**src/include/dic_defines.vh**
```
// Purpose: Constants for the digital input conditioning block.
// Assumes: 200 MHz pclk; APB register access.
// Notes: Times are kept in microseconds, the save period in seconds; cycle counts derive from them.
//
// Behaviour
// - Supply short raises a unit error when supervision enabled; enabled by default.
// - Open channel raises a channel error when supervision enabled; off by default.
// - Inrush masking ignores excess current for 100 ms; off by default.
// - One unit filter time: 0.1, 1.0, 10 or 20 ms; default 1.0 ms.
// - Accepted input held for extension time: 1, 15, 100 or 200 ms; default 15.
// - Each channel counts how often its input switched ON.
// - Threshold enabled gives channel error when count exceeds setting; off by default.
// - Threshold setting is in units of one thousand operations.
// - Counts saved hourly to persistent storage; power-up resumes from saved value.
`ifndef DIC_DEFINES_VH
`define DIC_DEFINES_VH

`define DIC_CLK_MHZ        200
`define DIC_US_TO_CYC(u)   ((u) * `DIC_CLK_MHZ)

`define DIC_FILT_T0_US     100
`define DIC_FILT_T1_US     1000
`define DIC_FILT_T2_US     10000
`define DIC_FILT_T3_US     20000
`define DIC_EXT_T0_US      1000
`define DIC_EXT_T1_US      15000
`define DIC_EXT_T2_US      100000
`define DIC_EXT_T3_US      200000
`define DIC_INRUSH_US      100000
`define DIC_SAVE_PERIOD_S  3600
`define DIC_US_PER_S       64'd1000000
`define DIC_CNT_SCALE      1000
`define DIC_THR_MAX        16'hFDE8

`define DIC_REG_CTRL       12'h000
`define DIC_REG_THR        12'h004
`define DIC_REG_OCEN       12'h008
`define DIC_REG_STAT       12'h00C
`define DIC_REG_CHERR      12'h010
`define DIC_REG_INPUT      12'h014
`define DIC_REG_CNTSEL     12'h018
`define DIC_REG_CNT        12'h01C

`define DIC_CTRL_SC_EN     0
`define DIC_CTRL_INRUSH    1
`define DIC_CTRL_FILT_LO   2
`define DIC_CTRL_EXT_LO    4
`define DIC_CTRL_THR_EN    6
`define DIC_CTRL_RESET     32'h0000_0015
`define DIC_THR_RESET      16'h0001

`endif

```
**src/hw/dic_channel.v**
```verilog
// Purpose: One input channel: filter, extension, ON counter and threshold check.
// Assumes: Input synchronous to pclk; filter and extension cycle counts come from the top.
// Notes: Counter width caps at all ones rather than wrapping.
`timescale 1ns/1ps
`default_nettype none
module dic_channel #(
    parameter CW = 32
) (
    // Clock and reset
    input  wire          pclk,
    input  wire          presetn,
    // Timing
    input  wire [31:0]   filt_cyc,
    input  wire [31:0]   ext_cyc,
    // Counter control
    input  wire          load,
    input  wire [CW-1:0] load_val,
    input  wire          thr_en,
    input  wire [CW-1:0] thr_cnt,
    // Field and results
    input  wire          raw_in,
    output reg           level,
    output reg           accepted,
    output reg  [CW-1:0] count,
    output reg           cnt_err
);
    reg  [31:0] fcnt;
    reg  [31:0] ecnt;
    wire        take          = (raw_in != accepted) && (fcnt + 32'h1 >= filt_cyc);
    wire        next_accepted = take ? raw_in : accepted;

    always @(posedge pclk or negedge presetn) begin
        if (!presetn) begin
            fcnt     <= 32'h0;
            ecnt     <= 32'h0;
            accepted <= 1'b0;
            level    <= 1'b0;
            count    <= {CW{1'b0}};
            cnt_err  <= 1'b0;
        end else begin
            if (raw_in == accepted) begin
                fcnt <= 32'h0;
            end else if (take) begin
                fcnt     <= 32'h0;
                accepted <= raw_in;
                if (raw_in && count != {CW{1'b1}}) begin
                    count <= count + {{(CW-1){1'b0}}, 1'b1};
                end
            end else begin
                fcnt <= fcnt + 32'h1;
            end
            // A new level shows at once and then stands for the whole extension time,
            // so a short pulse stays visible; later changes wait for the hold to end.
            if (ecnt == 32'h0 && level != next_accepted) begin
                level <= next_accepted;
                ecnt  <= ext_cyc;
            end else if (ecnt != 32'h0) begin
                ecnt <= ecnt - 32'h1;
            end
            if (load) begin
                count <= load_val;
            end
            cnt_err <= thr_en && (count > thr_cnt);
        end
    end
endmodule
`default_nettype wire

```
**src/hw/dic_top.v**
```verilog
// Purpose: Digital input conditioning unit with APB register access.
// Assumes: One 200 MHz clock; persistent store reached through save and restore ports.
// Notes: APB answers with pready high in the access cycle, no wait states.
`timescale 1ns/1ps
`default_nettype none
`include "dic_defines.vh"
module dic_top #(
    parameter NCH        = 8,
    parameter CW         = 32,
    parameter SAVE_CYC   = `DIC_US_PER_S * `DIC_SAVE_PERIOD_S * `DIC_CLK_MHZ,
    parameter INRUSH_CYC = `DIC_US_TO_CYC(`DIC_INRUSH_US)
) (
    // APB
    input  wire          pclk,
    input  wire          presetn,
    input  wire          psel,
    input  wire          penable,
    input  wire          pwrite,
    input  wire [11:0]   paddr,
    input  wire [31:0]   pwdata,
    output reg  [31:0]   prdata,
    output reg           pready,
    output reg           pslverr,
    // Field side
    input  wire [NCH-1:0] raw_in,
    input  wire [NCH-1:0] open_detect,
    input  wire          supply_short,
    input  wire          excess_current,
    input  wire          inrush_start,
    // Persistent store
    input  wire          restore_valid,
    input  wire [CW-1:0] restore_data,
    input  wire [7:0]    restore_ch,
    output reg           save_req,
    output reg  [7:0]    save_ch,
    output reg  [CW-1:0] save_data,
    // Results
    output reg  [NCH-1:0] input_level,
    output reg           unit_error,
    output reg  [NCH-1:0] chan_error
);
    reg [31:0]  ctrl;
    reg [15:0]  thr;
    reg [NCH-1:0] open_circuit_supervise_en;
    reg [7:0]   cnt_sel;
    reg [63:0]  save_tmr;
    reg         saving;
    reg [7:0]   save_idx;
    reg [31:0]  inrush_tmr;
    reg         sc_err;
    reg [31:0]  filt_cyc;
    reg [31:0]  ext_cyc;
    reg [31:0]  rd;

    wire [NCH-1:0]    lvl;
    wire [NCH-1:0]    cerr;
    wire [NCH*CW-1:0] cnts;

    wire       supply_short_supervise_en = ctrl[`DIC_CTRL_SC_EN];
    wire       inrush_en                 = ctrl[`DIC_CTRL_INRUSH];
    wire [1:0] filt_sel                  = ctrl[`DIC_CTRL_FILT_LO+1:`DIC_CTRL_FILT_LO];
    wire [1:0] input_extension_time_sel  = ctrl[`DIC_CTRL_EXT_LO+1:`DIC_CTRL_EXT_LO];
    wire       thr_en                    = ctrl[`DIC_CTRL_THR_EN];
    wire [CW-1:0] thr_cnt = thr * `DIC_CNT_SCALE;
    wire       wr = psel && penable && pwrite;
    wire       rd_acc = psel && !penable && !pwrite;

    function [CW-1:0] ch_cnt;
        input [NCH*CW-1:0] v;
        input [7:0]        i;
        begin
            // An index past the last channel reads zero instead of unknown bits.
            if (i < NCH) begin
                ch_cnt = v[i*CW +: CW];
            end else begin
                ch_cnt = {CW{1'b0}};
            end
        end
    endfunction

    always @* begin
        case (filt_sel)
            2'h0:    filt_cyc = `DIC_US_TO_CYC(`DIC_FILT_T0_US);
            2'h1:    filt_cyc = `DIC_US_TO_CYC(`DIC_FILT_T1_US);
            2'h2:    filt_cyc = `DIC_US_TO_CYC(`DIC_FILT_T2_US);
            default: filt_cyc = `DIC_US_TO_CYC(`DIC_FILT_T3_US);
        endcase
        case (input_extension_time_sel)
            2'h0:    ext_cyc = `DIC_US_TO_CYC(`DIC_EXT_T0_US);
            2'h1:    ext_cyc = `DIC_US_TO_CYC(`DIC_EXT_T1_US);
            2'h2:    ext_cyc = `DIC_US_TO_CYC(`DIC_EXT_T2_US);
            default: ext_cyc = `DIC_US_TO_CYC(`DIC_EXT_T3_US);
        endcase
    end

    genvar g;
    generate
        for (g = 0; g < NCH; g = g + 1) begin : gch
            dic_channel #(.CW(CW)) u_ch (
                .pclk     (pclk),
                .presetn  (presetn),
                .filt_cyc (filt_cyc),
                .ext_cyc  (ext_cyc),
                .load     (restore_valid && restore_ch == g),
                .load_val (restore_data),
                .thr_en   (thr_en),
                .thr_cnt  (thr_cnt),
                .raw_in   (raw_in[g]),
                .level    (lvl[g]),
                .accepted (),
                .count    (cnts[g*CW +: CW]),
                .cnt_err  (cerr[g])
            );
        end
    endgenerate

    always @* begin
        case (paddr)
            `DIC_REG_CTRL:   rd = ctrl;
            `DIC_REG_THR:    rd = {16'h0, thr};
            `DIC_REG_OCEN:   rd = {{(32-NCH){1'b0}}, open_circuit_supervise_en};
            `DIC_REG_STAT:   rd = {31'h0, unit_error};
            `DIC_REG_CHERR:  rd = {{(32-NCH){1'b0}}, chan_error};
            `DIC_REG_INPUT:  rd = {{(32-NCH){1'b0}}, input_level};
            `DIC_REG_CNTSEL: rd = {24'h0, cnt_sel};
            `DIC_REG_CNT:    rd = ch_cnt(cnts, cnt_sel);
            default:         rd = 32'h0;
        endcase
    end

    always @(posedge pclk or negedge presetn) begin
        if (!presetn) begin
            ctrl    <= `DIC_CTRL_RESET;
            thr     <= `DIC_THR_RESET;
            open_circuit_supervise_en <= {NCH{1'b0}};
            cnt_sel <= 8'h0;
            prdata  <= 32'h0;
            pready  <= 1'b0;
            pslverr <= 1'b0;
        end else begin
            // Ready is registered one cycle ahead so the access phase completes at once.
            pready  <= psel && !penable;
            pslverr <= psel && !penable && (paddr[1:0] != 2'h0 || paddr > `DIC_REG_CNT);
            if (rd_acc) begin
                prdata <= rd;
            end
            if (wr && pready && !pslverr) begin
                case (paddr)
                    `DIC_REG_CTRL:   ctrl <= pwdata;
                    `DIC_REG_THR: begin
                        if (pwdata[15:0] != 16'h0 && pwdata[15:0] <= `DIC_THR_MAX) begin
                            thr <= pwdata[15:0];
                        end
                    end
                    `DIC_REG_OCEN:   open_circuit_supervise_en <= pwdata[NCH-1:0];
                    `DIC_REG_CNTSEL: cnt_sel <= pwdata[7:0];
                    default: ;
                endcase
            end
        end
    end

    // Inrush window and supply supervision.
    always @(posedge pclk or negedge presetn) begin
        if (!presetn) begin
            inrush_tmr <= 32'h0;
            sc_err     <= 1'b0;
            unit_error <= 1'b0;
        end else begin
            if (inrush_start && inrush_en) begin
                inrush_tmr <= INRUSH_CYC;
            end else if (inrush_tmr != 32'h0) begin
                inrush_tmr <= inrush_tmr - 32'h1;
            end
            sc_err     <= supply_short_supervise_en && supply_short;
            unit_error <= sc_err || (excess_current && inrush_tmr == 32'h0);
        end
    end

    always @(posedge pclk or negedge presetn) begin
        if (!presetn) begin
            input_level <= {NCH{1'b0}};
            chan_error  <= {NCH{1'b0}};
        end else begin
            input_level <= lvl;
            chan_error  <= (open_detect & open_circuit_supervise_en) | cerr;
        end
    end

    // Hourly save walks all channels one per cycle.
    always @(posedge pclk or negedge presetn) begin
        if (!presetn) begin
            save_tmr  <= 64'h0;
            saving    <= 1'b0;
            save_idx  <= 8'h0;
            save_req  <= 1'b0;
            save_ch   <= 8'h0;
            save_data <= {CW{1'b0}};
        end else begin
            save_req <= 1'b0;
            if (save_tmr + 64'h1 >= SAVE_CYC) begin
                save_tmr <= 64'h0;
                saving   <= 1'b1;
                save_idx <= 8'h0;
            end else begin
                save_tmr <= save_tmr + 64'h1;
            end
            if (saving) begin
                save_req  <= 1'b1;
                save_ch   <= save_idx;
                save_data <= ch_cnt(cnts, save_idx);
                save_idx  <= save_idx + 8'h1;
                if (save_idx == NCH - 1) begin
                    saving <= 1'b0;
                end
            end
        end
    end
endmodule
`default_nettype wire

```
**config.mk**
```make
export PLATFORM = sky130hd
export DESIGN_NAME = dic_top
export DESIGN_NICKNAME = d
export VERILOG_FILES = /design/src/hw/dic_channel.v /design/src/hw/dic_top.v
export VERILOG_INCLUDE_DIRS = /design/src /design/src/include
export SDC_FILE = /design/constraint.sdc
export NUM_CORES = 2
export LEC_CHECK = 0
export BUFFER_PORTS_ARGS = -buffer_cell sky130_fd_sc_hd__buf_4
export CAP_MARGIN = 20
export CORE_UTILIZATION = 30
export CTS_CLUSTER_SIZE = 25
export DETAILED_ROUTE_END_ITERATION = 6
export GPL_TIMING_DRIVEN = 0
export PLACE_DENSITY = 0.45
export RECOVER_POWER = 25
export SYNTH_ARGS = -nofsm -noshare
export SYNTH_HDL_FRONTEND = slang
export SYNTH_SLANG_ARGS = --single-unit
```
**constraint.sdc**
```tcl
create_clock -name pclk -period 18.3 [get_ports pclk]
set_clock_uncertainty 0.1 [all_clocks]
set_input_delay 0 -clock pclk [delete_from_list [all_inputs] [get_ports pclk]]
set_output_delay 0 -clock pclk [all_outputs]
set_load 0.05 [all_outputs]
```
==> results.txt <==
CP peak stage delay: 0.98 ns
DR iter-0 viols: 4,374
IO Count: 201
Post-CTS setup buffer count: 0
Die height: 473 um
Post-synth EDFFs: 0
H-tree levels: 4
Clk root buf: clkbuf_16
Power share of the sequential group: 0.396
First-pass GRT wire length: 360 mm
Sum of negative setup slack: 0 ns
Post-route cell area: 78,700 sq um
Syn avg cell area: 9.59 sq um
TritonRoute pass-1 iters: 5
Minimum clock period: 9.25 ns
Detailed Route WL: 241 mm
CP Capture Type: flip-flop
Initial Utilization: 0.302
LEAKAGE: 33.8 nW
Area fraction of the dominant cell type after synthesis: 0.395
Top FF cell, synth: dfrtp_1
Asr flop ratio synth: 1.00
Max-slew headroom: -4.86
Crit-path slowest cell: dfstp_2
DR vias/cell: 5.24
GRT overflow: 0
HPWL Detailed: 184 mm
Final period util: 0.505
Peak VDD IR: 0.0907 mV
Net Switching: 2.24 mW
Cell area after placement: 72,700 sq um
IO buf count: 167
Setup Crit Path Kind: flip-flop to flip-flop
Hold Fails Final Rpt: 0
Row count: 172
Vias in the first global route: 54,900
Power Dens Cells: 87.0 nW/um^2
Failing checks: max-capacitance violations, max-slew violations
Max-cap violation count: 1
Clock Path Buffers: 3
Gr usage total: 0.214
Max frequency: 0.108 GHz
Least-Margin Pin Slew: 8.79 ns
Initial antenna violation count: 18
PostCTS Resize Cnt: 0
# nets final: 8,138
Pin count of the biggest net entering global routing: 168
Worst-path clk slew: 0.06 ns
Clock network power share: 0.410
Synth Cell Area: 66,500 sq um
Vias: 55,800
Clk Latency, worst-skew pair: 0.82 ns
HP Class: input pin to flip-flop
TritonCTS buffer count: 136
Routed length per instance: 22.7 um
Pins Over Slew Limit: 150
CP Launch Type: flip-flop
Number of synthesis warnings: 0
Share of cells above drive strength 1: 0.0870
Dominant cell type by area after synthesis: dfrtp_1
Switching Fraction: 0.327
ANT nets after route: 0
DRC: 0
Power Internal: 4.61 mW
Buf/Inv on CP: 3
Die X: 473 um
Area grow syn2layout: 18.4%
Top-count cell post-synth: dfrtp_1
Yosys cell types: 99
Worst Path Max Fanout: 14
Die ar.: 223,000 sq um
CTS tree: done
CTS Sinks: 1,054
Crit path DAT: 9.84 ns
Mapped Cells: 6,933
Worst path required time: 18.89 ns
CP delay by family, top: compound AO/OA/AOI/OAI gates
Status: finished, violations left
Top cells by count, synth: dfrtp_1, nand2_1, nor2_1
Flops & latches, synth: 1,054
Sequential fraction of the synthesis area: 0.397
Largest cells by area after synthesis: dfrtp_1, ha_1, xnor2_1
Final setup fails: 0
CP dominant cell by count: fa_1
RSZ-0062 raised after global routing: false
Comb pwr share: 0.194
Core Area: 220,000 sq um
Cts hold-fix bufs: 169
GP Congestion: 0.922
## worst register-to-register path: stages (launching register included)
cell,delay (ns)
dfstp_2,0.98
fa_1,0.60
fa_1,0.53
inv_1,0.06
fa_1,0.47
fa_1,0.51
inv_1,0.04
ha_1,0.32
o21a_1,0.14
a2111oi_1,0.59
o32ai_1,0.20
o41a_1,0.40
and4_1,0.25
o41ai_1,0.34
nand2_1,0.14
a21o_1,0.20
a21oi_1,0.17
xor2_1,0.37
buf_4,0.27
ha_1,0.27
nand4_1,0.10
nor2_1,0.06
a211o_1,0.25
o21ai_0,0.89
nand3_1,0.47
o211ai_1,0.29
a21oi_1,0.10
## metal layers
| layer | part of all wire | global-route usage | vias to the layer above |
|---|---|---|---|
| met5 | 0.00041 | 0 | - |
| met4 | 0.045 | 0.0902 | 16 |
| met3 | 0.053 | 0.0354 | 430 |
| met2 | 0.46 | 0.342 | 1511 |
| met1 | 0.44 | 0.284 | 27700 |
| li1 | - | - | 26100 |
## stage by stage
stage / power (mW) / util / hold WS (ns) / cells / worst slack [ns]
final: 6.84 / 0.358 / 0.0995 / 10600 / 9.05
after detailed placement: 4.05 / 0.330 / 0.0939 / 10200 / 9.26
after floorplan: 3.43 / - / -0.396 / 7036 / 11.00
after global placement: 4.01 / 0.326 / 0.115 / 10200 / 3.26
after CTS: 6.94 / 0.359 / 0.00236 / 10600 / 9.23
after global routing: 7.12 / 0.358 / 0.0689 / 10600 / 7.35
## area by class of cell
cell class                      count  area, sq um
Sequential cell                  1054        26400
Timing Repair Buffer              398         3370
Buffer                            289         1120
Clock inverter                     56          820
Multi-Input combinational cell   5467        38600
Tap cell                         2958         3700
Fill cell                       22500       141000
Inverter                          226          848
Antenna cell                        7         17.5
Clock buffer                      185         3840
## cell families (layout without fill, tap and decap cells)
family / Yosys count / in the layout / synth area share
and+or+nand+nor: 2887 / 2887 / 0.221
DFF: 1054 / 1054 / 0.397
AOI/OAI and AO/OA: 1024 / 1024 / 0.0974
xor gates and xnor gates: 713 / 713 / 0.0942
buffers and inverters: 515 / 1154 / 0.0296
adders and majority gates: 464 / 464 / 0.0932
muxes: 275 / 275 / 0.0672
other: 1 / 111 / 0.0000564
## placed cells by master, fill, tap and decap left out, drive strengths merged, types with 67 or more instances in the layout
cell type and n:
dfrtp 1050, nand2 760, nor2 531, clkbuf 501
ha 403, xnor2 402, o21ai 350, xor2 311
nand3 293, a21oi 245, inv 231, nor3 215
nand4 199, and3 198, buf 198, dlygate4sd3 171
nor4 169, mux4 128, conb 104, nor2b 98
a21o 82, mux2 80, and2 72, mux2i 67
## worst paths after layout
| path | start | end | slack [ns] | cells past startpoint |
|---|---|---|---|---|
| min in group asynchronous | presetn | gch[2].u_ch.fcnt[29]$_DFF_PN0_ | 3.90 | 4 |
| min reg2reg | gch[2].u_ch.cnt_err$_DFF_PN0_ | chan_error[2]$_DFF_PN0_ | 0.33 | 1 |
| max in group asynchronous | presetn | gch[0].u_ch.ecnt[12]$_DFFE_PN0P_ | 9.33 | 4 |
| max | thr[0]$_DFFE_PN1P_ | gch[0].u_ch.cnt_err$_DFF_PN0_ | 9.05 | 26 |
| min | restore_data[13] | gch[6].u_ch.count[13]$_DFFE_PN0P_ | 0.1 | 4 |
| max reg2reg | thr[0]$_DFFE_PN1P_ | gch[0].u_ch.cnt_err$_DFF_PN0_ | 9.05 | 26 |
## state kept, by name, indices dropped and copies added (netlist names), 16 cells and up
name,cells
inrush_tmr,32
gch.u_ch.count,256
prdata,32
ctrl,32
save_data,32
gch.u_ch.fcnt,256
gch.u_ch.ecnt,256
save_tmr,64
thr,16
## power groups by stage
stage               combinational (mW)  sequential, mW  clock [mW]
detailed placement                1.30            2.75           0
CTS                               1.34            2.71        2.89
floorplan                        0.692            2.73           0
global route                      1.42            2.73        2.98
global placement                  1.26            2.75           0
finish                            1.33            2.71        2.81
Note: power is estimated with default switching activity, not from simulation.
